<file path="src/pkg/bcdrtc_pkg.sv">
// Purpose: constants and shared types for the bcd calendar clock
// Assumes: 250 MHz system clock, 32.768 kHz oscillator sampled as a level
// Notes: register offsets are byte addresses on the axi4-lite slave
`default_nettype none
package bcdrtc_pkg;
   localparam logic [7:0] ADDR_CTRL = 8'h00;
   localparam logic [7:0] ADDR_SEC = 8'h04;
   localparam logic [7:0] ADDR_MINHR = 8'h08;
   localparam logic [7:0] ADDR_DAYMON = 8'h0C;
   localparam logic [7:0] ADDR_YRWK = 8'h10;
   localparam logic [7:0] ADDR_ALMSEC = 8'h14;
   localparam logic [7:0] ADDR_ALMMH = 8'h18;
   localparam logic [7:0] ADDR_STAT = 8'h1C;
   // control register fields
   localparam int CTRL_RUN = 0;
   localparam int CTRL_ADJ = 2;
   localparam int CTRL_24H = 4;
   localparam int CTRL_HOLD = 5;
   localparam int CTRL_CBUSY = 6;
   localparam int CTRL_TRM_LSB = 8;
   localparam int CTRL_RBUSY = 15;
   localparam int CTRL_OSCEN = 16;
   localparam int CTRL_MONEN = 17;
   // status register fields
   localparam int STAT_ALARM = 0;
   // minute/hour register fields
   localparam int MH_HOUR_LSB = 8;
   localparam int MH_AMPM = 14;
   // divider: 128 steps of 1/256 s per half second
   localparam int DIV_W = 8;
   localparam logic [7:0] DIV_TRIM_POINT = 8'h7F;
   localparam logic [7:0] DIV_TOP = 8'hFF;
   localparam logic [1:0] RESP_OKAY = 2'h0;
   localparam logic [1:0] RESP_SLVERR = 2'h2;

   // bcd time and calendar image
   typedef struct packed {
      logic [2:0] sec_t10;
      logic [3:0] sec_u;
      logic [2:0] min_t10;
      logic [3:0] min_u;
      logic [1:0] hr_t10;
      logic [3:0] hr_u;
      logic pm;
      logic [1:0] day_t10;
      logic [3:0] day_u;
      logic mon_t10;
      logic [3:0] mon_u;
      logic [3:0] yr_t10;
      logic [3:0] yr_u;
      logic [2:0] wk;
   } bcdrtc_time_t;
endpackage : bcdrtc_pkg
`default_nettype wire

</file>
<file path="src/pkg/bcdrtc_tick_if.sv">
// Purpose: carries the 1/256 s tick and second strobes between modules
// Assumes: single clock domain
// Notes: strobes are one-cycle pulses
`default_nettype none
interface bcdrtc_tick_if;
   logic tick256;
   logic sec_pulse;
   logic half_level;
   logic trim_load;
   logic signed [6:0] trim_val;
   logic trim_done;
   modport src (output tick256, output sec_pulse, output half_level, output trim_done,
      input trim_load, input trim_val);
   modport dst (input tick256, input sec_pulse, input half_level, input trim_done,
      output trim_load, output trim_val);
endinterface : bcdrtc_tick_if
`default_nettype wire

</file>
<file path="src/hw/bcdrtc_top.sv">
// Purpose: bcd calendar clock with hold, adjust and regulation on axi4-lite
// Assumes: oscillator pin is asynchronous; one write and one read at a time
// Notes: alarm flag is readable and cleared by writing 1
// Operation
// runs only with low-speed oscillator enabled
// software keeps oscillator on during sleep
// seven-bit signed correction, -64 to +63
// software computes correction from ppm tolerance
// software rewrites correction every period
// regulation touches only divider and time
// correction applied when divider reaches 0x7f
// monitor pin shows second, starts low
// software selects clock function on port
// software waits for busy clear before setting
// bcd field widths per unit
// am/pm only active in 12-hour mode
// software adjusts, clears flags, enables interrupts
// software holds, reads, releases for coherence
// missed seconds in hold give one second
// software programs alarm within a day
// alarm raised on time field match
// counters advance on each second
// leap years divisible by four, except 00
// out-of-range values corrected at count-up
// thirty-second adjust rounds to nearest minute; at minute 59 with seconds 30 to 58 the code zeroes minutes, hour kept
// busy flag high 1/256 s per count-up
// regulation busy from write until applied
// carries ripple seconds to year, weekday wraps
// signed correction added to divider once
//
// Chosen here: the AXI4-Lite interface to the registers and the register addresses.
`default_nettype none
module bcdrtc_top
   import bcdrtc_pkg::*;
#(
   parameter int OSC_PER_STEP = 128 // oscillator cycles per 1/256 s
) (
   input wire logic I_CLK_SYS,          // 250 mhz system clock
   input wire logic I_NRST,             // sync reset, active low
   input wire logic I_OSC_LS,           // 32.768 khz oscillator level
   input wire logic [7:0] I_AWADDR,     // write address
   input wire logic I_AWVALID,          // write address valid
   output logic O_AWREADY,              // write address ready
   input wire logic [31:0] I_WDATA,     // write data
   input wire logic [3:0] I_WSTRB,      // write strobes
   input wire logic I_WVALID,           // write data valid
   output logic O_WREADY,               // write data ready
   output logic [1:0] O_BRESP,          // write response
   output logic O_BVALID,               // write response valid
   input wire logic I_BREADY,           // write response ready
   input wire logic [7:0] I_ARADDR,     // read address
   input wire logic I_ARVALID,          // read address valid
   output logic O_ARREADY,              // read address ready
   output logic [31:0] O_RDATA,         // read data
   output logic [1:0] O_RRESP,          // read response
   output logic O_RVALID,               // read valid
   input wire logic I_RREADY,           // read ready
   output logic O_ONE_SECOND_MONITOR_OUT // 1 hz monitor pin
);
   typedef struct packed {
      logic [1:0] osc_sync;
      logic osc_prev;
      logic osc_en;
      logic mon_en;
      logic run;
      logic h24;
      logic hold;
      logic missed;
      logic cbusy;
      logic rbusy;
      logic alarm_flag;
      logic mon;
      bcdrtc_time_t tm;
      logic [22:0] alm;
      logic aw_got;
      logic w_got;
      logic [7:0] awaddr;
      logic [31:0] wdata;
      logic [3:0] wstrb;
      logic bvalid;
      logic [1:0] bresp;
      logic rvalid;
      logic [31:0] rdata;
      logic [1:0] rresp;
   } bcdrtc_state_t;

   bcdrtc_state_t s_q, s_d;
   bcdrtc_tick_if tk ();
   bcdrtc_time_t tm_next;
   logic wr_fire, rd_fire, osc_edge, step, alarm_hit;
   logic [31:0] wd, rd_word;
   logic [1:0] rd_resp;

   ////////////////////////////////////////////////////////////////////////////
   // divider and calendar step
   bcdrtc_div #(.OSC_PER_STEP(OSC_PER_STEP)) u_div (
      .i_clk(I_CLK_SYS),
      .i_nrst(I_NRST),
      .i_osc_edge(osc_edge),
      .i_run(s_q.osc_en && s_q.run),
      .tk(tk)
   );

   bcdrtc_cal u_cal (
      .i_t(s_q.tm),
      .i_h24(s_q.h24),
      .o_t(tm_next)
   );

   // edge of the synchronised oscillator; only stage two is looked at
   assign osc_edge = s_q.osc_sync[1] && !s_q.osc_prev;
   assign wr_fire = s_q.aw_got && s_q.w_got && !s_q.bvalid;
   assign rd_fire = I_ARVALID && !s_q.rvalid;
   // write data used as received; strobes gate only the control register fields
   assign wd = s_q.wdata;

   // alarm compares seconds, minutes, hours and am/pm in 12-hour mode
   assign alarm_hit = {s_q.tm.sec_t10, s_q.tm.sec_u} == s_q.alm[6:0]
      && {s_q.tm.min_t10, s_q.tm.min_u} == s_q.alm[13:7]
      && {s_q.tm.hr_t10, s_q.tm.hr_u} == s_q.alm[19:14]
      && (s_q.h24 || s_q.tm.pm == s_q.alm[20]);

   ////////////////////////////////////////////////////////////////////////////
   // read mux
   always_comb begin
      rd_word = 32'h0000_0000;
      rd_resp = RESP_OKAY;
      case (I_ARADDR)
         ADDR_CTRL: begin
            rd_word[CTRL_RUN] = s_q.run;
            rd_word[CTRL_24H] = s_q.h24;
            rd_word[CTRL_HOLD] = s_q.hold;
            rd_word[CTRL_CBUSY] = s_q.cbusy;
            rd_word[CTRL_RBUSY] = s_q.rbusy;
            rd_word[CTRL_OSCEN] = s_q.osc_en;
            rd_word[CTRL_MONEN] = s_q.mon_en;
         end
         ADDR_SEC: rd_word[6:0] = {s_q.tm.sec_t10, s_q.tm.sec_u};
         ADDR_MINHR: begin
            rd_word[6:0] = {s_q.tm.min_t10, s_q.tm.min_u};
            rd_word[13:8] = {s_q.tm.hr_t10, s_q.tm.hr_u};
            rd_word[MH_AMPM] = s_q.tm.pm;
         end
         ADDR_DAYMON: rd_word[12:0] = {s_q.tm.mon_t10, s_q.tm.mon_u, 2'b00,
            s_q.tm.day_t10, s_q.tm.day_u};
         ADDR_YRWK: rd_word[10:0] = {s_q.tm.wk, s_q.tm.yr_t10, s_q.tm.yr_u};
         ADDR_ALMSEC: rd_word[6:0] = s_q.alm[6:0];
         ADDR_ALMMH: rd_word[14:0] = {s_q.alm[20], s_q.alm[19:14], 1'b0, s_q.alm[13:7]};
         ADDR_STAT: rd_word[STAT_ALARM] = s_q.alarm_flag;
         default: rd_resp = RESP_SLVERR;
      endcase
   end

   ////////////////////////////////////////////////////////////////////////////
   // next state: bus, control, counting
   always_comb begin
      s_d = s_q;
      s_d.osc_sync = {s_q.osc_sync[0], I_OSC_LS};
      s_d.osc_prev = s_q.osc_sync[1];
      step = 1'b0;
      tk.trim_load = 1'b0;
      tk.trim_val = wd[CTRL_TRM_LSB +: 7];
      // bus handshakes
      if (I_AWVALID && !s_q.aw_got) begin
         s_d.aw_got = 1'b1;
         s_d.awaddr = I_AWADDR;
      end
      if (I_WVALID && !s_q.w_got) begin
         s_d.w_got = 1'b1;
         s_d.wdata = I_WDATA;
         s_d.wstrb = I_WSTRB;
      end
      if (s_q.bvalid && I_BREADY) s_d.bvalid = 1'b0;
      if (s_q.rvalid && I_RREADY) s_d.rvalid = 1'b0;
      if (rd_fire) begin
         s_d.rvalid = 1'b1;
         s_d.rdata = rd_word;
         s_d.rresp = rd_resp;
      end
      // busy drops after one 1/256 s step
      if (tk.tick256) s_d.cbusy = 1'b0;
      if (tk.trim_done) s_d.rbusy = 1'b0;
      // second count-up or deferred +1 after hold release
      if (tk.sec_pulse) begin
         if (s_q.hold) s_d.missed = 1'b1;
         else step = 1'b1;
      end else if (!s_q.hold && s_q.missed) begin
         step = 1'b1;
         s_d.missed = 1'b0;
      end
      if (step) begin
         s_d.tm = tm_next;
         s_d.cbusy = 1'b1;
      end
      if (tk.sec_pulse || tk.trim_done) s_d.mon = 1'b0;
      if (s_q.mon_en) s_d.mon = tk.half_level;
      else s_d.mon = 1'b0;
      // register writes
      if (wr_fire) begin
         s_d.aw_got = 1'b0;
         s_d.w_got = 1'b0;
         s_d.bvalid = 1'b1;
         s_d.bresp = RESP_OKAY;
         case (s_q.awaddr)
            ADDR_CTRL: begin
               if (s_q.wstrb[0]) begin
                  s_d.run = wd[CTRL_RUN];
                  s_d.h24 = wd[CTRL_24H];
                  s_d.hold = wd[CTRL_HOLD] && !s_q.rbusy;
                  if (wd[CTRL_ADJ]) begin
                     s_d.cbusy = 1'b1;
                     if ({s_q.tm.sec_t10, s_q.tm.sec_u} >= 7'h30) begin
                        s_d.tm = tm_next;
                        s_d.tm.sec_t10 = 3'h0;
                        s_d.tm.sec_u = 4'h0;
                        s_d.tm.min_t10 = s_q.tm.min_t10;
                        s_d.tm.min_u = s_q.tm.min_u;
                        if ({s_q.tm.min_t10, s_q.tm.min_u} == 7'h59) begin
                           s_d.tm = u_min_wrap(s_q.tm, tm_next);
                        end else if (s_q.tm.min_u == 4'h9) begin
                           s_d.tm = s_q.tm;
                           s_d.tm.min_u = 4'h0;
                           s_d.tm.min_t10 = s_q.tm.min_t10 + 3'h1;
                        end else begin
                           s_d.tm = s_q.tm;
                           s_d.tm.min_u = s_q.tm.min_u + 4'h1;
                        end
                        s_d.tm.sec_t10 = 3'h0;
                        s_d.tm.sec_u = 4'h0;
                     end else begin
                        s_d.tm.sec_t10 = 3'h0;
                        s_d.tm.sec_u = 4'h0;
                     end
                  end
               end
               if (s_q.wstrb[1] && !s_q.rbusy) begin
                  tk.trim_load = 1'b1;
                  s_d.rbusy = 1'b1;
               end
               if (s_q.wstrb[2]) begin
                  s_d.osc_en = wd[CTRL_OSCEN];
                  s_d.mon_en = wd[CTRL_MONEN];
               end
            end
            ADDR_SEC: {s_d.tm.sec_t10, s_d.tm.sec_u} = wd[6:0];
            ADDR_MINHR: begin
               {s_d.tm.min_t10, s_d.tm.min_u} = wd[6:0];
               {s_d.tm.hr_t10, s_d.tm.hr_u} = wd[MH_HOUR_LSB +: 6];
               s_d.tm.pm = wd[MH_AMPM];
            end
            ADDR_DAYMON: begin
               {s_d.tm.day_t10, s_d.tm.day_u} = wd[5:0];
               {s_d.tm.mon_t10, s_d.tm.mon_u} = wd[12:8];
            end
            ADDR_YRWK: {s_d.tm.wk, s_d.tm.yr_t10, s_d.tm.yr_u} = wd[10:0];
            ADDR_ALMSEC: s_d.alm[6:0] = wd[6:0];
            ADDR_ALMMH: s_d.alm[20:7] = {wd[14], wd[13:8], wd[6:0]};
            ADDR_STAT: if (wd[STAT_ALARM]) s_d.alarm_flag = 1'b0;
            default: s_d.bresp = RESP_SLVERR;
         endcase
      end
      // alarm set beats the software clear in the same cycle
      if (s_q.cbusy && tk.tick256 && alarm_hit) s_d.alarm_flag = 1'b1;
   end

   // minute rollover on adjust: next-second image when seconds are 59, else current image with minutes cleared
   function automatic bcdrtc_time_t u_min_wrap(input bcdrtc_time_t cur,
      input bcdrtc_time_t nx);
      bcdrtc_time_t r;
      r = nx;
      if (cur.sec_t10 != 3'h5 || cur.sec_u != 4'h9) begin
         r = cur;
         r.min_t10 = 3'h0;
         r.min_u = 4'h0;
      end
      return r;
   endfunction : u_min_wrap

   // state register
   always_ff @(posedge I_CLK_SYS) begin
      if (!I_NRST) begin
         s_q <= '0;
      end else begin
         s_q <= s_d;
      end
   end

   assign O_AWREADY = !s_q.aw_got;
   assign O_WREADY = !s_q.w_got;
   assign O_BVALID = s_q.bvalid;
   assign O_BRESP = s_q.bresp;
   assign O_ARREADY = !s_q.rvalid;
   assign O_RVALID = s_q.rvalid;
   assign O_RDATA = s_q.rdata;
   assign O_RRESP = s_q.rresp;
   assign O_ONE_SECOND_MONITOR_OUT = s_q.mon;
endmodule : bcdrtc_top
`default_nettype wire

</file>
<file path="src/hw/bcdrtc_div.sv">
// Purpose: 1 hz divider counting 1/256 s steps with regulation trim
// Assumes: osc_edge is a clean one-cycle pulse per oscillator period
// Notes: trim lands when the count moves to 0x7f, once per write
`default_nettype none
module bcdrtc_div
   import bcdrtc_pkg::*;
#(
   parameter int OSC_PER_STEP = 128 // oscillator cycles per 1/256 s
) (
   input wire logic i_clk,       // system clock
   input wire logic i_nrst,      // sync reset, active low
   input wire logic i_osc_edge,  // oscillator rising edge
   input wire logic i_run,       // divider enable
   bcdrtc_tick_if.src tk         // ticks out, trim in
);
   typedef struct packed {
      logic [6:0] pre;
      logic [7:0] cnt;
      logic pend;
      logic signed [6:0] val;
      logic tick;
      logic sec;
      logic done;
   } bcdrtc_div_t;
   bcdrtc_div_t s_q, s_d;
   logic [7:0] nxt;

   ////////////////////////////////////////////////////////////////////////////
   // prescale and count; trim adds the signed value when reaching 0x7f
   always_comb begin
      s_d = s_q;
      s_d.tick = 1'b0;
      s_d.sec = 1'b0;
      s_d.done = 1'b0;
      nxt = s_q.cnt + 8'h01;
      if (tk.trim_load) begin
         s_d.pend = 1'b1;
         s_d.val = tk.trim_val;
      end
      if (i_run && i_osc_edge) begin
         if (s_q.pre == 7'(OSC_PER_STEP - 1)) begin
            s_d.pre = 7'h00;
            s_d.tick = 1'b1;
            s_d.cnt = nxt;
            if (nxt == DIV_TRIM_POINT && s_q.pend) begin
               s_d.cnt = nxt + 8'(s_q.val);
               s_d.pend = 1'b0;
               s_d.done = 1'b1;
            end
            if (s_q.cnt == DIV_TOP) begin
               s_d.sec = 1'b1;
            end
         end else begin
            s_d.pre = s_q.pre + 7'h01;
         end
      end
   end

   // state register
   always_ff @(posedge i_clk) begin
      if (!i_nrst) begin
         s_q <= '0;
      end else begin
         s_q <= s_d;
      end
   end

   assign tk.tick256 = s_q.tick;
   assign tk.sec_pulse = s_q.sec;
   assign tk.half_level = s_q.cnt[7];
   assign tk.trim_done = s_q.done;
endmodule : bcdrtc_div
`default_nettype wire

</file>
<file path="src/hw/bcdrtc_cal.sv">
// Purpose: one-second bcd calendar step with range correction
// Assumes: called combinationally from the top
// Notes: pure function module, no state
`default_nettype none
module bcdrtc_cal
   import bcdrtc_pkg::*;
(
   input wire bcdrtc_time_t i_t,  // current time
   input wire logic i_h24,        // 24-hour mode
   output bcdrtc_time_t o_t       // time plus one second
);
   logic [7:0] sec, mn, hr, dy, mo, yr, dmax;
   always_comb begin
      o_t = i_t;
      sec = {1'b0, i_t.sec_t10, i_t.sec_u};
      mn = {1'b0, i_t.min_t10, i_t.min_u};
      hr = {2'b00, i_t.hr_t10, i_t.hr_u};
      dy = {2'b00, i_t.day_t10, i_t.day_u};
      mo = {3'b000, i_t.mon_t10, i_t.mon_u};
      yr = {i_t.yr_t10, i_t.yr_u};
      // days in month, leap year when divisible by four but not 00
      case (mo)
         8'h02: dmax = (yr != 8'h00 && !yr[4] == !yr[1] && !yr[0]) ? 8'h29 : 8'h28;
         8'h04, 8'h06, 8'h09, 8'h11: dmax = 8'h30;
         default: dmax = 8'h31;
      endcase
      if (sec[3:0] < 4'h9 && sec < 8'h59) begin
         sec = sec + 8'h01;
      end else if (sec[3:0] == 4'h9 && sec < 8'h59) begin
         sec = sec + 8'h07;
      end else begin
         sec = 8'h00;
         if (mn[3:0] < 4'h9 && mn < 8'h59) begin
            mn = mn + 8'h01;
         end else if (mn[3:0] == 4'h9 && mn < 8'h59) begin
            mn = mn + 8'h07;
         end else begin
            mn = 8'h00;
            if (i_h24) begin
               if (hr == 8'h23 || hr > 8'h23 || hr[3:0] > 4'h9) begin
                  hr = 8'h00;
                  if (o_t.wk >= 3'h6) o_t.wk = 3'h0;
                  else o_t.wk = o_t.wk + 3'h1;
               end else if (hr[3:0] == 4'h9) begin
                  hr = hr + 8'h07;
               end else begin
                  hr = hr + 8'h01;
               end
            end else begin
               if (hr == 8'h11) begin
                  hr = 8'h12;
                  o_t.pm = !i_t.pm;
               end else if (hr == 8'h12 || hr > 8'h12 || hr == 8'h00 || hr[3:0] > 4'h9) begin
                  hr = 8'h01;
               end else if (hr[3:0] == 4'h9) begin
                  hr = hr + 8'h07;
               end else begin
                  hr = hr + 8'h01;
               end
            end
            if ((i_h24 && hr == 8'h00) || (!i_h24 && hr == 8'h12 && i_t.pm)) begin
               if (!i_h24) begin
                  if (o_t.wk >= 3'h6) o_t.wk = 3'h0;
                  else o_t.wk = o_t.wk + 3'h1;
               end
               if (dy >= dmax || dy == 8'h00 || dy[3:0] > 4'h9) begin
                  dy = 8'h01;
                  if (mo >= 8'h12 || mo == 8'h00 || mo[3:0] > 4'h9) begin
                     mo = 8'h01;
                     if (yr >= 8'h99 || yr[3:0] > 4'h9 || yr[7:4] > 4'h9) yr = 8'h00;
                     else if (yr[3:0] == 4'h9) yr = yr + 8'h07;
                     else yr = yr + 8'h01;
                  end else if (mo[3:0] == 4'h9) begin
                     mo = 8'h10;
                  end else begin
                     mo = mo + 8'h01;
                  end
               end else if (dy[3:0] == 4'h9) begin
                  dy = dy + 8'h07;
               end else begin
                  dy = dy + 8'h01;
               end
            end
         end
      end
      if (o_t.wk == 3'h7) o_t.wk = 3'h0;
      o_t.sec_t10 = sec[6:4];
      o_t.sec_u = sec[3:0];
      o_t.min_t10 = mn[6:4];
      o_t.min_u = mn[3:0];
      o_t.hr_t10 = hr[5:4];
      o_t.hr_u = hr[3:0];
      o_t.day_t10 = dy[5:4];
      o_t.day_u = dy[3:0];
      o_t.mon_t10 = mo[4];
      o_t.mon_u = mo[3:0];
      o_t.yr_t10 = yr[7:4];
      o_t.yr_u = yr[3:0];
   end
endmodule : bcdrtc_cal
`default_nettype wire

</file>
<file path="config.mk">
export PLATFORM = sky130hd
export DESIGN_NAME = bcdrtc_top
export DESIGN_NICKNAME = d
export VERILOG_FILES = /design/src/pkg/bcdrtc_pkg.sv /design/src/pkg/bcdrtc_tick_if.sv /design/src/hw/bcdrtc_top.sv /design/src/hw/bcdrtc_div.sv /design/src/hw/bcdrtc_cal.sv
export SDC_FILE = /design/constraint.sdc
export NUM_CORES = 1
export LEC_CHECK = 0
export ABC_AREA = 1
export BUFFER_PORTS_ARGS = -buffer_cell sky130_fd_sc_hd__buf_2
export CORE_AREA = 2 2 182 148
export CTS_CLUSTER_SIZE = 16
export DETAILED_ROUTE_END_ITERATION = 10
export DIE_AREA = 0 0 184 150
export GPL_TIMING_DRIVEN = 1
export PLACE_DENSITY = 0.72
export SYNTH_ARGS = -nofsm -noshare
export SYNTH_HDL_FRONTEND = slang
export SYNTH_HIERARCHICAL = 1
export SYNTH_SLANG_ARGS = --single-unit
</file>
<file path="constraint.sdc">
create_clock -name I_CLK_SYS -period 6.1 [get_ports I_CLK_SYS]
set_input_delay 0.61 -clock I_CLK_SYS [delete_from_list [all_inputs] [get_ports I_CLK_SYS]]
set_output_delay 0.61 -clock I_CLK_SYS [all_outputs]
set_load 0.05 [all_outputs]
</file>
==> impl_results.md <==
- Area delta synth->final: 8.036%
- Antenna diodes: 0
- GRT Total Usage: 0.2691
- Port bufs: 69
- Total routed wirelength: between 30000 and 40000 microns
- Die Y: 150 microns
- GPL Wtd Cong: 0.9639
- Final instance area: 12360 sq um
- Gate Count Post-Synth: 1861
- Die area: ~28000 sq um
- Row count: between 50 and 60
- Resized Gates After CTS: 0
- Fill cells: 2672
- Final core utilization: 0.4781
- Per-cell routed wire length: 16.75 microns
- CP max-delay cell: dfxtp_1
- Setup slack, reg-to-reg: 2250 ps
- Leak: 5.751 nW
- Req. time, crit path: 6470 ps
- Power per cell area: 191.3 nW/um^2
- Initial Util: 0.4425
- Initial DRC Count: 1585
- Mapped Avg Cell Area: 6.150 sq um
- Root Driver: clkbuf_16
- Worst-path fanout max: 15
- Sink Count: 155
- R2R depth: 26
- Synth top area cells: dfxtp_1 (27%), nand2_1 (15%), inv_1 (7.6%), o21ai_0 (7.4%), a21oi_1 (6.5%)
- Worst Hold Launch: I_OSC_LS
- Min Clock Period, post-route: a little under 4000 ps
- Reg2Reg Capture Point: s_q[113]
- Placed cells: 2187
- Hold EP: s_d[162]
- DP HPWL: 27450 microns
- Final Skew: 9.255 ps
- Hold Path Class: in2reg
- Drt drc: 0
- Smallest hold slack: 355.9 ps
- Clock Path Buffers: 2
- Post-route ant nets: 0
- R2R Path Start: s_q[119]
- Max Fclk: 0.2595 GHz
- Post-CTS Hold Fix Bufs: 0
- DR vias: 12380
- Setup TNS: 0 ps
- Cell family with most CP delay: simple AND/OR/NAND/NOR gates
- CP arrival: between 4000 and 5000 ps
- Grt ovf: 0
- WP buf/inv: 4
- Chip width: 184 microns
- Nets: 1972
- I/O pins: 102
- Final hold vios: 0
- Worst vdd ir: roughly 0.19 mV
- Mapped cell area: 11440 sq um
- TritonCTS Buffers: 17
- Antenna violations before repair: 1
- Startpoint types: register
- Setup Crit Path Kind: reg2reg
- Clk slew on worst S/H paths: 70 ps
- Leading area contributor after synthesis: dfxtp_1
- Slew Limit Fails: 0
- Finish-stage setup viols: 0
- Setup Fix Bufs, Post-CTS: 0
- Share of the synthesized area in the top cell type: 0.2711
- Core ar.: 25860 sq um
- TritonCTS clock tree: built
- Slowest stage delay, CP: about 460 ps
- Cell Area, Placed: approximately 12000 sq um
- Tcrit/Tclk final: 0.6317
- Unique cell type count in the Yosys netlist: 57
- Synth Warn #: 6
- Worst-skew pair later-pin latency: 440 ps
- Vias in the first global route: 10950
- Sequential area share after synthesis: 0.2711
- H-tree depth: 4
- Layout cells sized above 1: 0.09846
- Hold depth: 3
- Slew Limit Headroom: 0.3151
- RSZ-0062 raised after global routing: no
- First-pass GRT wire length: 58130 microns
- Number of max-cap violations: 0
- Critical path endpoint category: register
- Status: finished, final reports clean
- Least-Margin Pin Slew: 1024 ps
- TritonRoute pass-1 iters: 6
- Synth Register Bits: 155
- Async S/R FF share, synth: 0
- CP most frequent cell: nand2_1
- Dominant synthesized flop cell: dfxtp_1
- Largest net degree at the start of global routing: 56
- Number of synthesized flops with an enable pin: 0
- Final Non-Filler Cells: 2219
- DR vias/cell: 5.580
where the power goes:
part | total, mW | leakage [nW] | switching (mW) | internal, mW
Combinational | 0.204 | 4.19 | 0.157 | 0.0473
Sequential | 1.07 | 1.26 | 0.0329 | 1.04
Clock | 1.09 | 0.300 | 0.450 | 0.643
Total | 2.37 | 5.75 | 0.639 | 1.73
tightest hold or removal path, cell delays in order:
cell and delay (ps):
buf_2 80, nand2_1 40, inv_1 40
worst max path at each step:
stage                   from  endpoint  slack [ps]  depth (start not counted)
finish              s_q[119]  s_q[113]        2250                         26
global route        s_q[119]  s_q[116]        1760                         26
detailed placement  s_q[119]  s_q[116]        2340                         26
floorplan           s_q[118]  s_q[113]        3180                         25
CTS                 s_q[119]  s_q[116]        2300                         26
global placement    s_q[119]  s_q[116]        2380                         26
sequential cells by signal, summed over array words and instances, names as in the netlist, 2 cells and up:
name	cells
s_q	87
wd	17
u_div/s_q	22
s_d	2
O_RDATA	18
synthesized netlist by cell type, types with 2 or more instances:
cell type / number
ha_1: 33
nand2_2: 9
or2_2: 3
o2111ai_1: 3
inv_1: 231
o21ai_0: 169
xnor2_1: 11
buf_4: 38
nand2_4: 4
nand3_2: 9
a31o_2: 2
o21bai_1: 5
clkinv_2: 2
a211oi_1: 4
buf_2: 19
nor2_2: 9
xor2_1: 13
nor4_1: 2
nor2_8: 4
a31oi_1: 4
o21ai_1: 25
nor3_4: 2
nand4_1: 29
a21oi_1: 148
fa_1: 3
buf_6: 5
clkbuf_1: 34
o22ai_1: 16
buf_1: 2
nand2_1: 469
dfxtp_1: 155
nor3_1: 19
o211ai_1: 10
o21a_1: 3
inv_2: 13
nand3b_1: 3
clkinv_1: 3
nand3_1: 129
nor2_1: 189
o221ai_1: 3
o21ai_2: 3
nor2_4: 9
logic make-up (layout without fill, tap and decap cells):
| group | after synthesis | in the layout | share of synthesized area |
|---|---|---|---|
| simple gates | 895 | 895 | 0.3467 |
| compound gates | 402 | 402 | 0.1895 |
| buf+inv | 347 | 360 | 0.1318 |
| flops | 155 | 155 | 0.2711 |
| fa+ha+maj | 36 | 36 | 0.04133 |
| xor+xnor | 24 | 24 | 0.01837 |
| other cells | 1 | 16 | 0.0003277 |
| mux | 1 | 1 | 0.0008746 |
cell usage in the layout, fill, tap and decap left out, types with 3 or more instances in the layout:
cell type | synthesis | final
o21ai_2 | 3 | 3
o211ai_1 | 10 | 10
conb_1 | 1 | 16
clkinv_2 | 2 | 7
o221ai_1 | 3 | 3
nand3_1 | 129 | 129
clkbuf_16 | 0 | 17
xor2_1 | 13 | 13
clkinv_1 | 3 | 3
nand2_1 | 469 | 469
o21ai_0 | 169 | 169
o2111ai_1 | 3 | 3
a31oi_1 | 4 | 4
a21oi_1 | 148 | 148
nor3_1 | 19 | 19
buf_4 | 38 | 10
o21bai_1 | 5 | 5
ha_1 | 33 | 33
nand2_4 | 4 | 4
xnor2_1 | 11 | 11
fa_1 | 3 | 3
o21a_1 | 3 | 3
nand3_2 | 9 | 9
nand4_1 | 29 | 29
o21ai_1 | 25 | 25
a211oi_1 | 4 | 4
inv_1 | 231 | 231
nor2_2 | 9 | 9
nand2_2 | 9 | 9
nor2_8 | 4 | 4
o22ai_1 | 16 | 16
clkinv_4 | 0 | 7
nor2_4 | 9 | 9
nand3b_1 | 3 | 3
inv_2 | 13 | 13
nor2_1 | 189 | 189
buf_2 | 19 | 69
dfxtp_1 | 155 | 155
bufinv_16 | 0 | 3
or2_2 | 3 | 3
cell type report:
cell class                 instances  area (sq um)  share of cell area
clock inverter                    15         176.4             0.01427
clock buffer                      17         425.4             0.03441
timing repair buffer              79         420.4             0.03400
tap                              330         412.9             0.03339
multi-input combinational       1374          6889              0.5572
sequential                       155          3103              0.2510
inverter                         249         937.1             0.07579
metal layers:
layer | global-route usage | wire length, microns | vias to the layer above
met3 | 0.05792 | 4729 | 87
met5 | 0 | 13 | -
met2 | 0.3726 | 14340 | 665
met4 | 0.08520 | 877 | 2
li1 | - | - | 6025
met1 | 0.4077 | 17200 | 5602
stage by stage:
stage	total power [mW]	worst slack, ps
finish	2.365	2247
global route	2.439	1764
CTS	2.371	2299
detailed placement	1.289	2341
global placement	1.286	2375
floorplan	1.234	3185
(Power assumes the default switching activity.)
